--- config.mk ---
export PLATFORM = sky130hd
export DESIGN_NAME = ring_command_fetch_parser
export DESIGN_NICKNAME = d
export VERILOG_FILES = /design/src/pkg/ring_parser_pkg.sv /design/src/core/ring_command_fetch_parser.sv /design/src/core/ring_fifo.sv
export SDC_FILE = /design/constraint.sdc
export NUM_CORES = 1
export LEC_CHECK = 0
export BUFFER_PORTS_ARGS = -buffer_cell sky130_fd_sc_hd__buf_2
export CAP_MARGIN = 20
export CORE_UTILIZATION = 44
export CTS_CLUSTER_DIAMETER = 30
export DETAILED_ROUTE_END_ITERATION = 10
export GPL_ROUTABILITY_DRIVEN = 1
export PLACE_DENSITY_LB_ADDON = 0.15
export REMOVE_ABC_BUFFERS = 1
export SLEW_MARGIN = 5
export SYNTH_ARGS = -nofsm -noshare
export SYNTH_HDL_FRONTEND = slang
export SYNTH_SLANG_ARGS = --single-unit
--- constraint.sdc ---
create_clock -name clk_sys -period 4.8 [get_ports clk_sys]
set_clock_uncertainty 0.15 [all_clocks]
set_input_delay 0.96 -clock clk_sys [delete_from_list [all_inputs] [get_ports clk_sys]]
set_output_delay 0.96 -clock clk_sys [all_outputs]
set_load 0.005 [all_outputs]
--- src/pkg/ring_parser_pkg.sv ---
// Shared constants and types for the ring command fetch parser.
package ring_parser_pkg;
    localparam int MMIO_WINDOW_BYTES = 512 * 1024;
    localparam logic [31:0] MMIO_WINDOW_MASK = 32'hFFF8_0000;
    localparam int DWORD_BYTES = 4;
    localparam int PAGE_DWORDS = 1024;
    localparam int REPORT_STRIDE_64K_DW = 16384;
    localparam logic [2:0] CT_MEM_IF = 3'h0;
    localparam logic [2:0] CT_TWO_D = 3'h2;
    localparam logic [2:0] CT_RENDER = 3'h3;
    localparam logic [1:0] PMODE_RESET = 2'h0;
    localparam logic [5:0] MI_OP_BATCH_START = 6'h31;
    localparam logic [5:0] MI_OP_BATCH_END = 6'h0A;
    localparam logic [5:0] MI_OP_FLUSH = 6'h04;
    localparam logic [5:0] MI_OP_FLIP = 6'h14;
    localparam logic [5:0] MI_OP_REPORT_HEAD = 6'h07;
    localparam logic [5:0] MI_OP_PRIV_STORE = 6'h20;
    localparam logic [20:0] HEAD_RESET = 21'h00_0000;
    localparam logic [10:0] WRAP_RESET = 11'h000;
endpackage

--- src/core/ring_command_fetch_parser.sv ---
// Ring buffer command fetch DMA and packet parser.
`timescale 1ns/1ps
`default_nettype none
module ring_command_fetch_parser
    import ring_parser_pkg::*;
#(
    parameter int FIFO_DEPTH = 8
) (
    // Clock and reset
    input wire logic clk_sys,
    input wire logic rstn,
    // Window decode
    input wire logic [31:0] mmio_window_base_cfg,
    input wire logic [31:0] accessAddr,
    input wire logic ioCycle,
    output logic windowHit,
    // Ring programming strobes
    input wire logic startWrite,
    input wire logic [31:0] startValue,
    input wire logic [8:0] lengthPages,
    input wire logic tailWrite,
    input wire logic [20:0] tailValue,
    input wire logic headWrite,
    input wire logic [20:0] headValue,
    input wire logic ringEnable,
    input wire logic autoReportEnable,
    input wire logic [1:0] instruction_parser_mode_reg,
    // Ring status
    output logic [20:0] headOffset,
    output logic [10:0] wrapCount,
    output logic ringEmpty,
    output logic inBatch,
    output logic privViolation,
    // Fetch DMA read port
    output logic rdReq,
    output logic [31:0] rdAddr,
    input wire logic rdAck,
    input wire logic rdDataValid,
    input wire logic [31:0] rdData,
    // Head report write port
    output logic wrReq,
    output logic [31:0] wrData,
    input wire logic wrAck,
    // Engine ports
    output logic twoDValid,
    output logic renderValid,
    output logic [31:0] engineData,
    input wire logic twoDReady,
    input wire logic renderReady,
    input wire logic enginesIdle,
    // Memory interface command effects
    output logic flipPulse,
    output logic [31:0] miCommand
);
    typedef enum logic [3:0] {
        PS_IDLE = 4'b0001,
        PS_DISPATCH = 4'b0010,
        PS_BATCH_ADDR = 4'b0100,
        PS_FLUSH = 4'b1000
    } pstate_type;

    typedef struct packed {
        logic [31:0] startAddr;
        logic [20:0] head;
        logic [20:0] tail;
        logic [10:0] wraps;
        logic [20:0] fetchPtr;
        logic [31:0] batchPtr;
        logic batchArm;
        logic batchMode;
        logic [3:0] inFlight;
        logic [4:0] pendWords;
        logic [4:0] reportCnt;
        logic reportPend;
        logic violation;
        logic flip;
        logic [31:0] miCmd;
        logic [1:0] lastEngine;
        pstate_type ps;
    } state_type;

    state_type cur;
    state_type nxt;
    logic [20:0] ringDwords;
    logic [20:0] ringLast;
    logic headLast;
    logic fetchLast;
    logic fifoInReady;
    logic fifoOutValid;
    logic fifoOutReady;
    logic [31:0] fifoOutData;
    logic [$clog2(FIFO_DEPTH):0] fifoLevel;
    logic fifoFlush;
    logic [2:0] cmdType;
    logic [5:0] miOp;
    logic engineOk;
    logic consume;
    logic roomForRead;
    logic fetchPending;

    // The window size is fixed, so only the upper base bits take part in the match.
    assign windowHit = !ioCycle
        && ((accessAddr & MMIO_WINDOW_MASK) == (mmio_window_base_cfg & MMIO_WINDOW_MASK));

    assign ringDwords = 21'(lengthPages) * 21'(PAGE_DWORDS);
    assign ringLast = ringDwords - 21'h00_0001;
    assign headLast = (cur.head == ringLast);
    assign fetchLast = (cur.fetchPtr == ringLast);
    // Ring fetch stops at the tail, but batch fetch does not; in-flight reads are counted so the FIFO never overflows.
    assign fetchPending = cur.batchMode ? 1'b1 : (cur.fetchPtr != cur.tail);
    assign roomForRead = (32'(fifoLevel) + 32'(cur.inFlight)) < FIFO_DEPTH;
    assign rdReq = ringEnable && fetchPending && roomForRead && !cur.batchArm;
    assign rdAddr = cur.batchMode ? cur.batchPtr
        : cur.startAddr + {9'h000, cur.fetchPtr, 2'b00};
    assign fifoFlush = startWrite || headWrite;

    assign cmdType = fifoOutData[31:29];
    assign miOp = fifoOutData[28:23];
    assign engineOk = (cmdType == CT_TWO_D) ? twoDReady : renderReady;

    always_comb begin
        twoDValid = 1'b0;
        renderValid = 1'b0;
        fifoOutReady = 1'b0;
        if (cur.ps == PS_DISPATCH && fifoOutValid) begin
            if (cmdType == CT_MEM_IF) begin
                fifoOutReady = 1'b1;
            end else if (cmdType == CT_TWO_D && instruction_parser_mode_reg[0] == 1'b0) begin
                twoDValid = 1'b1;
                fifoOutReady = twoDReady;
            end else if (cmdType != CT_TWO_D && instruction_parser_mode_reg[1] == 1'b0) begin
                renderValid = 1'b1;
                fifoOutReady = renderReady;
            end else begin
                fifoOutReady = 1'b1;
            end
        end else if (cur.ps == PS_BATCH_ADDR && fifoOutValid) begin
            fifoOutReady = 1'b1;
        end
    end
    assign consume = fifoOutValid && fifoOutReady;
    assign engineData = fifoOutData;

    always_comb begin
        nxt = cur;
        nxt.flip = 1'b0;
        if (rdReq && rdAck) begin
            nxt.inFlight = cur.inFlight + 4'h1;
            if (cur.batchMode) begin
                nxt.batchPtr = cur.batchPtr + 32'(DWORD_BYTES);
            end else begin
                nxt.fetchPtr = fetchLast ? 21'h00_0000 : cur.fetchPtr + 21'h00_0001;
            end
        end
        if (rdDataValid) begin
            nxt.inFlight = nxt.inFlight - 4'h1;
        end
        // The acknowledge clears first so that a new report in the same cycle is not lost.
        if (wrReq && wrAck) begin
            nxt.reportPend = 1'b0;
        end
        if (consume && !cur.batchMode) begin
            nxt.head = headLast ? 21'h00_0000 : cur.head + 21'h00_0001;
            if (headLast) begin
                nxt.wraps = cur.wraps + 11'h001;
            end
            if (autoReportEnable && (cur.head[13:0] == 14'(REPORT_STRIDE_64K_DW - 1))) begin
                nxt.reportPend = 1'b1;
            end
        end
        case (cur.ps)
            PS_IDLE: begin
                if (fifoOutValid) begin
                    nxt.ps = PS_DISPATCH;
                end
            end
            PS_DISPATCH: begin
                if (consume) begin
                    nxt.lastEngine = cmdType[1:0];
                    if (cmdType == CT_MEM_IF) begin
                        nxt.miCmd = fifoOutData;
                        if (cur.batchMode && miOp == MI_OP_PRIV_STORE) begin
                            nxt.violation = 1'b1;
                        end else if (miOp == MI_OP_BATCH_START && !cur.batchMode) begin
                            nxt.ps = PS_BATCH_ADDR;
                        end else if (miOp == MI_OP_BATCH_END && cur.batchMode) begin
                            nxt.batchMode = 1'b0;
                        end else if (miOp == MI_OP_FLUSH) begin
                            nxt.ps = PS_FLUSH;
                        end else if (miOp == MI_OP_FLIP) begin
                            nxt.flip = 1'b1;
                        end else if (miOp == MI_OP_REPORT_HEAD) begin
                            nxt.reportPend = 1'b1;
                        end
                    end
                end else if (!fifoOutValid) begin
                    nxt.ps = PS_IDLE;
                end
            end
            PS_BATCH_ADDR: begin
                // Ring prefetch beyond the batch start word is still dispatched, and the batch only starts once the FIFO has drained.
                if (consume) begin
                    nxt.batchPtr = {fifoOutData[31:2], 2'b00};
                    nxt.batchArm = 1'b1;
                    nxt.ps = PS_IDLE;
                end
            end
            PS_FLUSH: begin
                if (enginesIdle) begin
                    nxt.ps = PS_IDLE;
                end
            end
            default: begin
                nxt.ps = PS_IDLE;
            end
        endcase
        if (cur.batchArm && cur.inFlight == 4'h0 && fifoLevel == '0) begin
            nxt.batchArm = 1'b0;
            nxt.batchMode = 1'b1;
            nxt.fetchPtr = cur.head;
        end
        if (!cur.batchMode && nxt.batchMode == 1'b0 && cur.batchArm == 1'b0 && consume
                && cur.ps == PS_DISPATCH && miOp == MI_OP_BATCH_END && cmdType == CT_MEM_IF) begin
            nxt.fetchPtr = nxt.head;
        end
        if (tailWrite) begin
            nxt.tail = tailValue;
        end
        if (headWrite) begin
            nxt.head = headValue;
            nxt.fetchPtr = headValue;
        end
        if (startWrite) begin
            nxt.startAddr = {startValue[31:12], 12'h000};
            nxt.head = HEAD_RESET;
            nxt.wraps = WRAP_RESET;
            nxt.fetchPtr = HEAD_RESET;
        end
    end

    always_ff @(posedge clk_sys or negedge rstn) begin
        if (!rstn) begin
            cur <= '{startAddr: 32'h0000_0000, head: HEAD_RESET, tail: HEAD_RESET, wraps: WRAP_RESET,
                fetchPtr: HEAD_RESET, batchPtr: 32'h0000_0000, batchArm: 1'b0, batchMode: 1'b0,
                inFlight: 4'h0, pendWords: 5'h00, reportCnt: 5'h00, reportPend: 1'b0,
                violation: 1'b0, flip: 1'b0, miCmd: 32'h0000_0000, lastEngine: 2'h0, ps: PS_IDLE};
        end else begin
            cur <= nxt;
        end
    end

    ring_fifo #(
        .WIDTH(32),
        .DEPTH(FIFO_DEPTH)
    ) u_fifo (
        .clk_sys(clk_sys),
        .rstn(rstn),
        .inValid(rdDataValid),
        .inReady(fifoInReady),
        .inData(rdData),
        .outValid(fifoOutValid),
        .outReady(fifoOutReady),
        .outData(fifoOutData),
        .level(fifoLevel),
        .flush(fifoFlush)
    );

    assign headOffset = cur.head;
    assign wrapCount = cur.wraps;
    assign ringEmpty = (cur.head == cur.tail);
    assign inBatch = cur.batchMode;
    assign privViolation = cur.violation;
    assign wrReq = cur.reportPend;
    assign wrData = {cur.wraps, cur.head};
    assign flipPulse = cur.flip;
    assign miCommand = cur.miCmd;
endmodule
`default_nettype wire

--- src/core/ring_fifo.sv ---
// Word FIFO between the fetch DMA and the packet parser.
`timescale 1ns/1ps
`default_nettype none
module ring_fifo #(
    parameter int WIDTH = 32,
    parameter int DEPTH = 8
) (
    // Clock and reset
    input wire logic clk_sys,
    input wire logic rstn,
    // Fill side
    input wire logic inValid,
    output logic inReady,
    input wire logic [WIDTH-1:0] inData,
    // Drain side
    output logic outValid,
    input wire logic outReady,
    output logic [WIDTH-1:0] outData,
    // Occupancy
    output logic [$clog2(DEPTH):0] level,
    input wire logic flush
);
    localparam int AW = $clog2(DEPTH);
    logic [WIDTH-1:0] mem [DEPTH];
    logic [AW-1:0] wrPtr;
    logic [AW-1:0] rdPtr;
    logic [AW:0] count;
    logic doWrite;
    logic doRead;

    assign inReady = (count != (AW+1)'(DEPTH)) && !flush;
    assign outValid = (count != '0) && !flush;
    assign doWrite = inValid && inReady;
    assign doRead = outValid && outReady;
    assign outData = mem[rdPtr];
    assign level = count;

    always_ff @(posedge clk_sys) begin
        if (doWrite) begin
            mem[wrPtr] <= inData;
        end
    end

    always_ff @(posedge clk_sys or negedge rstn) begin
        if (!rstn) begin
            wrPtr <= '0;
            rdPtr <= '0;
            count <= '0;
        end else if (flush) begin
            wrPtr <= '0;
            rdPtr <= '0;
            count <= '0;
        end else begin
            if (doWrite) begin
                wrPtr <= (wrPtr == AW'(DEPTH - 1)) ? '0 : wrPtr + AW'(1);
            end
            if (doRead) begin
                rdPtr <= (rdPtr == AW'(DEPTH - 1)) ? '0 : rdPtr + AW'(1);
            end
            count <= count + (AW+1)'(doWrite) - (AW+1)'(doRead);
        end
    end
endmodule
`default_nettype wire

==> reports/qor.txt, run 1 <==
Outcome -> completed
Proportion of power drawn by flip-flops and latches -> 35.2%
Max-capacitance violation count -> 0
Initial DRC count -> 904
Clock Sinks -> 435
PD cells -> 438 nW/um^2
GP Congestion -> 0.895
Mux contribution to synthesized area -> 12.2%
Chip height -> 228 um
Clock Power Share -> 57.4%
Synth Area in XOR/XNOR -> 6.20%
Leak Pwr -> 11.2 nW
CP Capture Type -> output pin
Post-Syn Instances -> 1804
Slew Limit Fails -> 0
Initial Util -> 44.7%
Slew @ Worst Pin -> 0.995 ns
FP Rows -> 82
Core area -> 50200 um^2
Vias per cell -> 5.53
Bufs on Longest Clock Path -> 3
Cell count after placement -> 2629
Final setup viols -> 0
Logic depth of the worst register-to-register path -> 11
Nets -> 2295
Final std cells w/o fill -> 2825
Total CTS buffers -> 104
Detailed-route wire length -> 61700 um
WHS -> 0.217 ns
Final hold vios -> 0
GRT overflow -> 0
Sw Ratio -> 23.6%
Vias -> 15.6k
CTS tree -> built
WS Path Type -> reg -> out
DRC violations left -> 0
Ratio of cells with drive above 1 in the final layout -> 34.5%
Logic pwr share -> 7.3%
Antenna violations before repair -> 7
TritonRoute pass-1 iters -> 9
Async set-or-reset flop fraction in the synthesized netlist -> 41.1%
Largest net degree at the start of global routing -> 81
Commonest non-fill, non-tap cell in the layout -> buf_2
Worst EP required -> 3.69 ns
Adder-Cell Fraction of Synth Area -> 1.96%
Seq cells post-synth -> 435
Simple logic cell fraction of the synthesized area -> 10.7%
Primary FF master, synth -> edfxtp_1
HPWL Detailed -> 41200 um
Worst Setup Start Kind -> flip-flop
Detail Route Antenna Nets -> 0
Int Power -> 9.28 mW
Crit path DAT -> 3.41 ns
Seq/Total Area, Yosys -> 54.3%
Total power -> 12.1 mW
Tmin final -> 4.52 ns
First-pass GRT wire length -> 94900 um
DR WL/cell -> 21.8 um
GRT Overall Usage -> 24.0%
IO buf count -> 311
Post-synth cell types -> 86
NetSw -> 2.86 mW
P&R area growth vs syn -> 23.6%
Largest family of logic cells by synthesized area -> multiplexers
CTS H-tree depth -> 3
Max rail drop VDD -> 0.000314 V
Relative slew margins -> 33.7%
Filler cell count in the final layout -> 4240
Synthesized area -> 22400 um^2
Full die area -> 51800 um^2
Placed cell areas -> 24100 um^2
Mapped Avg Cell Area -> 12.4 um^2
Root Driver -> clkbuf_16
Chip Width -> 228 um
Worst-path clk slew -> 0.04 ns
Post-synth EDFFs -> 256
F_max -> 221 MHz
Clk Latency, worst-skew pair -> 0.64 ns
Hold crit path type -> in -> async
Vias in the first global route -> 16.0k
Ys Warns -> 0
Final instance area -> 27700 um^2
IO Pins -> 364
Crit-path max FO -> 5
Period Utilization, post-route -> 94.2%
Complex-gate fraction of the synthesized area -> 8.49%
Most frequent cells in the layout -> buf_2 (310), edfxtp_1 (256), dfrtp_1 (173), nor2_1 (112), mux2_2 (107)
==> synth_stat cells, drive strengths merged, types with 13 or more instances <==
cell type / number / area, um^2
nor4: 22 / 174
dfrtp: 178 / 4450
inv: 47 / 176
xor2: 87 / 762
o21ai: 57 / 285
mux4: 64 / 1440
nand2b: 14 / 95.1
o21a: 20 / 150
and3: 34 / 213
a21o: 13 / 97.6
nor3: 38 / 195
mux2: 107 / 1200
xnor2: 69 / 604
nand3: 49 / 245
and2: 14 / 87.6
ha: 32 / 400
edfxtp: 256 / 7690
nand2: 105 / 394
a21oi: 65 / 325
buf: 130 / 915
clkbuf: 71 / 267
o31ai: 15 / 113
nor2: 120 / 455
nand4: 18 / 113
==> layer usage <==
layer / global-route usage [%] / wire (um) / vias to the layer above
met5: 0 / 79 / -
met4: 8.59 / 1900 / 12
met2: 39.5 / 30100 / 541
met3: 5.54 / 4060 / 127
li1: - / - / 7169
met1: 30.9 / 25500 / 7777
==> final cells by class <==
class                           count  area [um^2]  area share [%]
Antenna cell                        2         5.00          0.0181
Clock buffer                      135         2890            10.4
Clock inverter                     56          692            2.50
Inverter                           49          184           0.664
Multi-Input combinational cell   1120         8960            32.3
Sequential cell                   435        12200            44.0
Tap cell                          672          841            3.03
Timing Repair Buffer              356         1950            7.05
==> per-stage QoR <==
stage                     utilization (%)  setup WS [ns]  setup TNS, ns
final                                55.2          0.278              0
after global routing                 55.2       -0.00277       -0.00387
after CTS                            55.2         0.0299              0
after detailed placement             48.0          0.407              0
after global placement               48.0          0.493              0
after floorplan                         -          -1.20         -20.41
==> state kept, by name (all words and copies together), names as in the netlist <==
signal	flops
u_fifo.wrPtr	3
wrapCount	11
u_fifo.rdPtr	3
u_fifo.mem	256
u_fifo.level	4
wrReq	1
privViolation	1
miCommand	32
inBatch	1
flipPulse	1
headOffset	21
cur	101
==> what timing repair did <==
item | 4_1_cts | 5_1_grt
gates cloned | 0 | 0
hold buffers | 0 | 0
setup buffers | 0 | 3
setup endpoints to repair | 4 | 10
gates resized for setup | 1 | 3
endpoints found under the hold margin | 0 | 0
pin swaps | 0 | 1
==> power groups by stage <==
| stage | Clock, mW | Sequential (mW) | Combinational, mW |
|---|---|---|---|
| 2_1_floorplan | 0 | 4.29 | 0.517 |
| 3_3_place_gp | 0 | 4.33 | 0.866 |
| 3_5_place_dp | 0 | 4.34 | 0.886 |
| 4_1_cts | 7.08 | 4.28 | 0.890 |
| 5_1_grt | 7.28 | 4.29 | 0.993 |
| 6_report | 6.97 | 4.28 | 0.890 |
==> worst max-delay path, cell delays in order, from the launching register on <==
cell	delay, ns
dfrtp_2	0.43
ha_1	0.30
a21o_1	0.19
a21oi_2	0.17
o21ai_0	0.13
a31o_2	0.29
a221o_1	0.32
o41a_1	0.42
nand3_1	0.14
xor2_1	0.15
o21ai_0	0.11
buf_2	0.16
==> final timing paths <==
path	start	end	slack (ns)
min	rstn	cur[125]	0.22
max	cur[100]	rdAddr[25]	0.28
max in group asynchronous	rstn	wrapCount[5]	3.15
min in group clk_sys	privViolation	privViolation	0.30
min reg2reg	privViolation	privViolation	0.30
max reg2reg	u_fifo.rdPtr[1]	cur[90]	0.56
==> logic make-up (layout without fill, tap and decap cells) <==
family / after synthesis / count (layout)
AND/OR/NAND/NOR: 468 / 468
multiplexers: 180 / 180
AO/OA/AOI/OAI: 279 / 279
flip-flops: 435 / 435
buffers and inverters: 250 / 596
XOR/XNOR: 157 / 157
adder cells (fa/ha/maj): 34 / 34
other: 1 / 4
(Power assumes the default switching activity.)
==> inputs of run 2 (changes only) <==
--- a/config.mk
+++ b/config.mk
@@ -5,13 +5,12 @@
 export SDC_FILE = /design/constraint.sdc
 export NUM_CORES = 1
 export LEC_CHECK = 0
-export BUFFER_PORTS_ARGS = -buffer_cell sky130_fd_sc_hd__buf_2
+export BUFFER_PORTS_ARGS = -buffer_cell sky130_fd_sc_hd__clkbuf_2
 export CAP_MARGIN = 20
 export CORE_UTILIZATION = 44
 export CTS_CLUSTER_DIAMETER = 30
 export DETAILED_ROUTE_END_ITERATION = 10
 export GPL_ROUTABILITY_DRIVEN = 1
-export PLACE_DENSITY_LB_ADDON = 0.15
 export REMOVE_ABC_BUFFERS = 1
 export SLEW_MARGIN = 5
 export SYNTH_ARGS = -nofsm -noshare
==> reports/qor.txt, run 2 (same netlist as run 1, synthesis figures left out) <==
Worst EP required -> 3.69 ns (about the same)
Cell mode on critical path -> o21ai_0 (unchanged)
Slew @ Worst Pin -> 0.899 ns (was 0.995 ns)
Outcome -> completed (unchanged)
GRT overflow -> 0 (unchanged)
Leak Pwr -> 11.1 nW (was 11.2 nW)
Logic depth of the worst register-to-register path -> 13 (was 11)
Chip Width -> 228 um (unchanged)
Clock Sinks -> 435 (unchanged)
Full die area -> 51800 um^2 (unchanged)
Period Utilization, post-route -> 94.4% (was 94.2%)
Crit path DAT -> 3.42 ns (was 3.41 ns)
Worst Setup Start Kind -> flip-flop (unchanged)
DR WL/cell -> 21.6 um (was 21.8 um)
Chip height -> 228 um (unchanged)
Detailed-route wire length -> 61000 um (was 61700 um)
Cell count after placement -> 2636 (was 2629)
Hold crit path type -> in -> async (unchanged)
Crit path max-delay cell type -> o41a_1 (was dfrtp_2)
Total CTS buffers -> 99 (was 104)
Cts hold-fix bufs -> 0 (unchanged)
P&R area growth vs syn -> 23.0% (was 23.6%)
Max FFs per register -> 256 (unchanged)
TritonRoute pass-1 iters -> 4 (was 9)
Tmin final -> 4.53 ns (was 4.52 ns)
Max rail drop VDD -> 0.000447 V (was 0.000314 V)
First-pass GRT wire length -> 93600 um (was 94900 um)
Antenna violations before repair -> 6 (was 7)
FP Rows -> 82 (unchanged)
Clk Latency, worst-skew pair -> 0.63 ns (was 0.64 ns)
F_max -> 221 MHz (about the same)
HPWL Detailed -> 41200 um (about the same)
Final setup viols -> 0 (unchanged)
CP Capture Type -> output pin (unchanged)
Vias in the first global route -> 15.8k (was 16.0k)
Largest net degree at the start of global routing -> 99 (was 81)
Core area -> 50200 um^2 (unchanged)
Crit-path max FO -> 5 (unchanged)
Ratio of cells with drive above 1 in the final layout -> 34.1% (was 34.5%)
Most frequent cells in the layout -> clkbuf_2 (310), edfxtp_1 (256), dfrtp_1 (174), nor2_1 (112), mux2_2 (107) (was buf_2 (310), edfxtp_1 (256), dfrtp_1 (173), nor2_1 (112), mux2_2 (107))
Commonest non-fill, non-tap cell in the layout -> clkbuf_2 (was buf_2)
Met3 WL -> 4020 um (was 4060 um)
Cell Chain, Critical Path -> ha_1 > a21o_1 > a21oi_1 > o21ai_0 > a31o_2 > a221o_1 > o41a_1 > nand3_1 > xor2_1 > o21ai_0 > clkbuf_2 (was ha_1 > a21o_1 > a21oi_2 > o21ai_0 > a31o_2 > a221o_1 > o41a_1 > nand3_1 > xor2_1 > o21ai_0 > buf_2)
Final std cells w/o fill -> 2820 (was 2825)
Max incr delay on CP -> 0.43 ns (about the same)
PD cells -> 434 nW/um^2 (was 438 nW/um^2)
Nets -> 2294 (was 2295)
CTS tree -> built (unchanged)
GRT Overall Usage -> 23.6% (was 24.0%)
WHS -> 0.247 ns (was 0.217 ns)
Final hold vios -> 0 (unchanged)
GP Congestion -> 0.884 (was 0.895)
IO Pins -> 364 (unchanged)
Max-capacitance violation count -> 0 (unchanged)
Worst-path clk slew -> 0.04 ns (about the same)
Initial DRC count -> 1001 (was 904)
Initial Util -> 44.7% (unchanged)
Met1 WL -> 25100 um (was 25500 um)
DR top layer -> met5 (unchanged)
Vias -> 15.6k (about the same)
CP Depth -> 11 (unchanged)
Slew Limit Fails -> 0 (unchanged)
Length of routed met2 wiring -> 30100 um (about the same)
RSZ-0062 raised after global routing -> false
WP buf/inv -> 1 (unchanged)
Root Driver -> clkbuf_16 (unchanged)
DRC violations left -> 0 (unchanged)
CTS H-tree depth -> 3 (unchanged)
Detail Route Antenna Nets -> 0 (unchanged)
Vias per cell -> 5.53 (about the same)
Relative slew margins -> 40.1% (was 33.7%)
IO buf count -> 311 (unchanged)
Worst path top cell family by delay -> compound AO/OA/AOI/OAI gates (unchanged)
WS Path Type -> reg -> out (unchanged)
Top reg by flops -> u_fifo.mem (unchanged)
Bufs on Longest Clock Path -> 3 (unchanged)
## run 2: repair_timing
| item | in CTS | in global routing |
|---|---|---|
| setup buffers | 0 | 0 |
| endpoints found under the hold margin | 0 | 0 |
| resized for setup | 0 | 2 |
| endpoints found under the setup margin | 0 | 4 |
## run 2: path summary, 6_finish.rpt
kind	startpoint	endpoint	slack, ns
max in group asynchronous	rstn	cur[0]	3.26
worst max register to register	u_fifo.rdPtr[1]	cur[89]	0.71
min in group clk_sys	privViolation	privViolation	0.31
worst min register to register	privViolation	privViolation	0.31
worst min-delay path	rstn	cur[128]	0.25
worst max-delay path	cur[100]	rdAddr[29]	0.27
## run 2: cell type report
cell class	instances	area, um^2
diodes	4	10.0
clock buffers	136	2790
clock inverters	44	649
fillers	4211	22600
inverters	49	184
multi-input cells	1120	8960
flip-flops and latches	435	12200
well taps	672	841
repair buffers	360	1960
## run 2: metrics by stage
stage / area [um^2] / setup slack [ns] / total power, mW / utilization [%] / TNS (ns)
2_1_floorplan: 21200 / -1.20 / 4.81 / - / -20.41
4_1_cts: 27600 / 0.169 / 12.1 / 54.9 / 0
3_3_place_gp: 24100 / 0.527 / 5.21 / 48.1 / 0
5_1_grt: 27600 / 0.0677 / 12.4 / 54.9 / 0
6_report: 27600 / 0.267 / 12.0 / 54.9 / 0
3_5_place_dp: 24100 / 0.493 / 5.23 / 48.1 / 0
## run 2: metal layers
| metal | track usage (%) | up-vias |
|---|---|---|
| met2 | 39.2 | 562 |
| li1 | - | 7145 |
| met3 | 5.91 | 116 |
| met1 | 29.6 | 7781 |
| met4 | 9.31 | 4 |
| met5 | 0 | - |
## run 2: power by group
group	total [mW]	switching, mW	internal (mW)
registers	4.29	0.184	4.10
logic	0.891	0.490	0.401
clock network	6.78	2.10	4.68
==> inputs of run 3 (changes only) <==
==> constraint.sdc (replaced) <==
create_clock -name clk_sys -period 4.8 [get_ports clk_sys]
set_clock_uncertainty 0.15 [all_clocks]
set_input_delay 0 -clock clk_sys [delete_from_list [all_inputs] [get_ports clk_sys]]
set_output_delay 0 -clock clk_sys [all_outputs]
set_load 0.005 [all_outputs]
==> reports/qor.txt, run 3 (same netlist as run 1, synthesis figures left out) <==
P&R area growth vs syn -> 29.2% (was 23.0%)
R2R Setup Slk -> 0.49 ns (was 0.71 ns)
Post_cts resized -> 0 (unchanged)
Final core utilization -> 57.7% (was 54.9%)
Worst EP required -> 5.14 ns (was 3.69 ns)
Global Route met2 Usage -> 39.7% (was 39.2%)
RSZ-0062 raised after global routing -> false (unchanged)
Most frequent cells in the layout -> clkbuf_2 (310), edfxtp_1 (256), dfrtp_1 (174), dlygate4sd3_1 (143), nor2_1 (112) (was clkbuf_2 (310), edfxtp_1 (256), dfrtp_1 (174), nor2_1 (112), mux2_2 (107))
Crit-path max FO -> 22 (was 5)
First-pass GRT wire length -> 96000 um (was 93600 um)
Total power -> 12.2 mW (was 12.0 mW)
Full die area -> 51800 um^2 (unchanged)
Slew @ Worst Pin -> 0.862 ns (was 0.899 ns)
Clock Sinks -> 435 (unchanged)
Period Utilization, post-route -> 89.8% (was 94.4%)
Detail Route Antenna Nets -> 0 (unchanged)
Max FFs per register -> 256 (unchanged)
Root Driver -> clkbuf_16 (unchanged)
IO buf count -> 311 (unchanged)
Leak Pwr -> 11.7 nW (was 11.1 nW)
Initial Util -> 44.7% (unchanged)
Chip height -> 228 um (unchanged)
Outcome -> completed (unchanged)
WS Path Type -> reg -> reg (was reg -> out)
CTS tree -> built (unchanged)
Final setup viols -> 0 (unchanged)
Met3 GRT Util -> 4.58% (was 5.91%)
DR WL/cell -> 21.2 um (was 21.6 um)
Crit path DAT -> 4.65 ns (was 3.42 ns)
FP Rows -> 82 (unchanged)
GRT Overall Usage -> 24.1% (was 23.6%)
Worst Setup Start Kind -> flip-flop (unchanged)
Ratio of cells with drive above 1 in the final layout -> 31.7% (was 34.1%)
Chip Width -> 228 um (unchanged)
Worst-path clk slew -> 0.04 ns (about the same)
Top reg by flops -> u_fifo.mem (unchanged)
WHS -> 0.0283 ns (was 0.247 ns)
Vias in the first global route -> 16.5k (was 15.8k)
Largest net degree at the start of global routing -> 111 (was 99)
Antenna violations before repair -> 3 (was 6)
Nets -> 2420 (was 2294)
GP Congestion -> 0.874 (was 0.884)
Gr busiest metal -> met2 (unchanged)
Final instance area -> 29000 um^2 (was 27600 um^2)
Final hold vios -> 0 (unchanged)
Final TNS setup -> 0 ns (unchanged)
TritonRoute pass-1 iters -> 7 (was 4)
IO Pins -> 364 (unchanged)
Hold crit path type -> in -> reg (was in -> async)
DRC violations left -> 0 (unchanged)
Tmin final -> 4.31 ns (was 4.53 ns)
Total setup buffers inserted after CTS -> 0 (unchanged)
Slew Limit Fails -> 0 (unchanged)
Initial DRC count -> 998 (was 1001)
Cts hold-fix bufs -> 144 (was 0)
Relative slew margins -> 42.4% (was 40.1%)
CTS H-tree depth -> 3 (unchanged)
Total CTS buffers -> 93 (was 99)
Detailed-route wire length -> 62400 um (was 61000 um)
GR met1 Demand/Resource -> 31.2% (was 29.6%)
Vias per cell -> 5.47 (was 5.53)
Max rail drop VDD -> 0.000353 V (was 0.000447 V)
GRT overflow -> 0 (unchanged)
Bufs on Longest Clock Path -> 3 (unchanged)
Commonest non-fill, non-tap cell in the layout -> clkbuf_2 (unchanged)
F_max -> 232 MHz (was 221 MHz)
CP Capture Type -> flip-flop (was output pin)
Max-capacitance violation count -> 0 (unchanged)
Vias -> 16.1k (was 15.6k)
Placed cell areas -> 24000 um^2 (was 24100 um^2)
PD cells -> 423 nW/um^2 (was 434 nW/um^2)
Core area -> 50200 um^2 (unchanged)
Clk Latency, worst-skew pair -> 0.64 ns (was 0.63 ns)
HPWL Detailed -> 41000 um (was 41200 um)
run 3: cell types whose count changed in the layout (fill, tap and decap cells not counted), sizes merged, moves of 4 or more:
cell | before | now
buf | 49 | 38
clkbuf | 447 | 436
inv | 49 | 54
bufinv | 12 | 18
clkinv | 23 | 19
dlygate4sd3 | 0 | 143
run 3: cell type report:
cell class | count | area [um^2]
Sequential cell | 435 | 12200
Tap cell | 672 | 841
Timing Repair Buffer | 492 | 3330
Antenna cell | 2 | 5.00
Clock buffer | 125 | 2650
Inverter | 49 | 184
Clock inverter | 49 | 826
Fill cell | 4055 | 21200
Multi-Input combinational cell | 1120 | 8950
run 3: metal layers:
layer,vias to the layer above,share of wire (%)
li1,7387,-
met1,8052,42
met2,544,49
met3,119,5.7
met4,0,3.3
met5,-,0
run 3: worst paths after layout:
kind                                     start  cells past startpoint             to
worst max-delay path             headOffset[0]                     11  headOffset[0]
worst min-delay path            startValue[20]                      3       cur[183]
worst max register to register   headOffset[0]                     11  headOffset[0]
worst min register to register   privViolation                      1  privViolation
max in group asynchronous                 rstn                      4       cur[180]
min in group asynchronous                 rstn                      3         cur[0]
run 3: worst max-delay path, stage by stage, from the launching register on:
cell and delay [ns]:
dfrtp_1 0.59, ha_1 0.30, and3_1 0.28, nand3_1 0.27
or4_1 0.60, nor4_2 0.27, buf_4 0.31, nand2b_1 0.46
nor2_1 0.08, a211oi_1 0.22, nor3_1 0.07, dlygate4sd3_1 0.58
run 3: power breakdown:
group	internal (mW)	switching, mW	total (mW)	leakage (nW)
Clock	4.85	2.10	6.95	1.68
Sequential	4.10	0.190	4.29	4.63
Combinational	0.487	0.518	1.00	5.37
Total	9.44	2.80	12.2	11.7
run 3: stage by stage:
| step | std cells | setup WS, ns |
|---|---|---|
| 2_1_floorplan | 1604 | -1.20 |
| 3_3_place_gp | 2624 | 0.969 |
| 3_5_place_dp | 2624 | 0.910 |
| 4_1_cts | 2942 | 0.580 |
| 5_1_grt | 2944 | 0.274 |
| 6_report | 2944 | 0.489 |
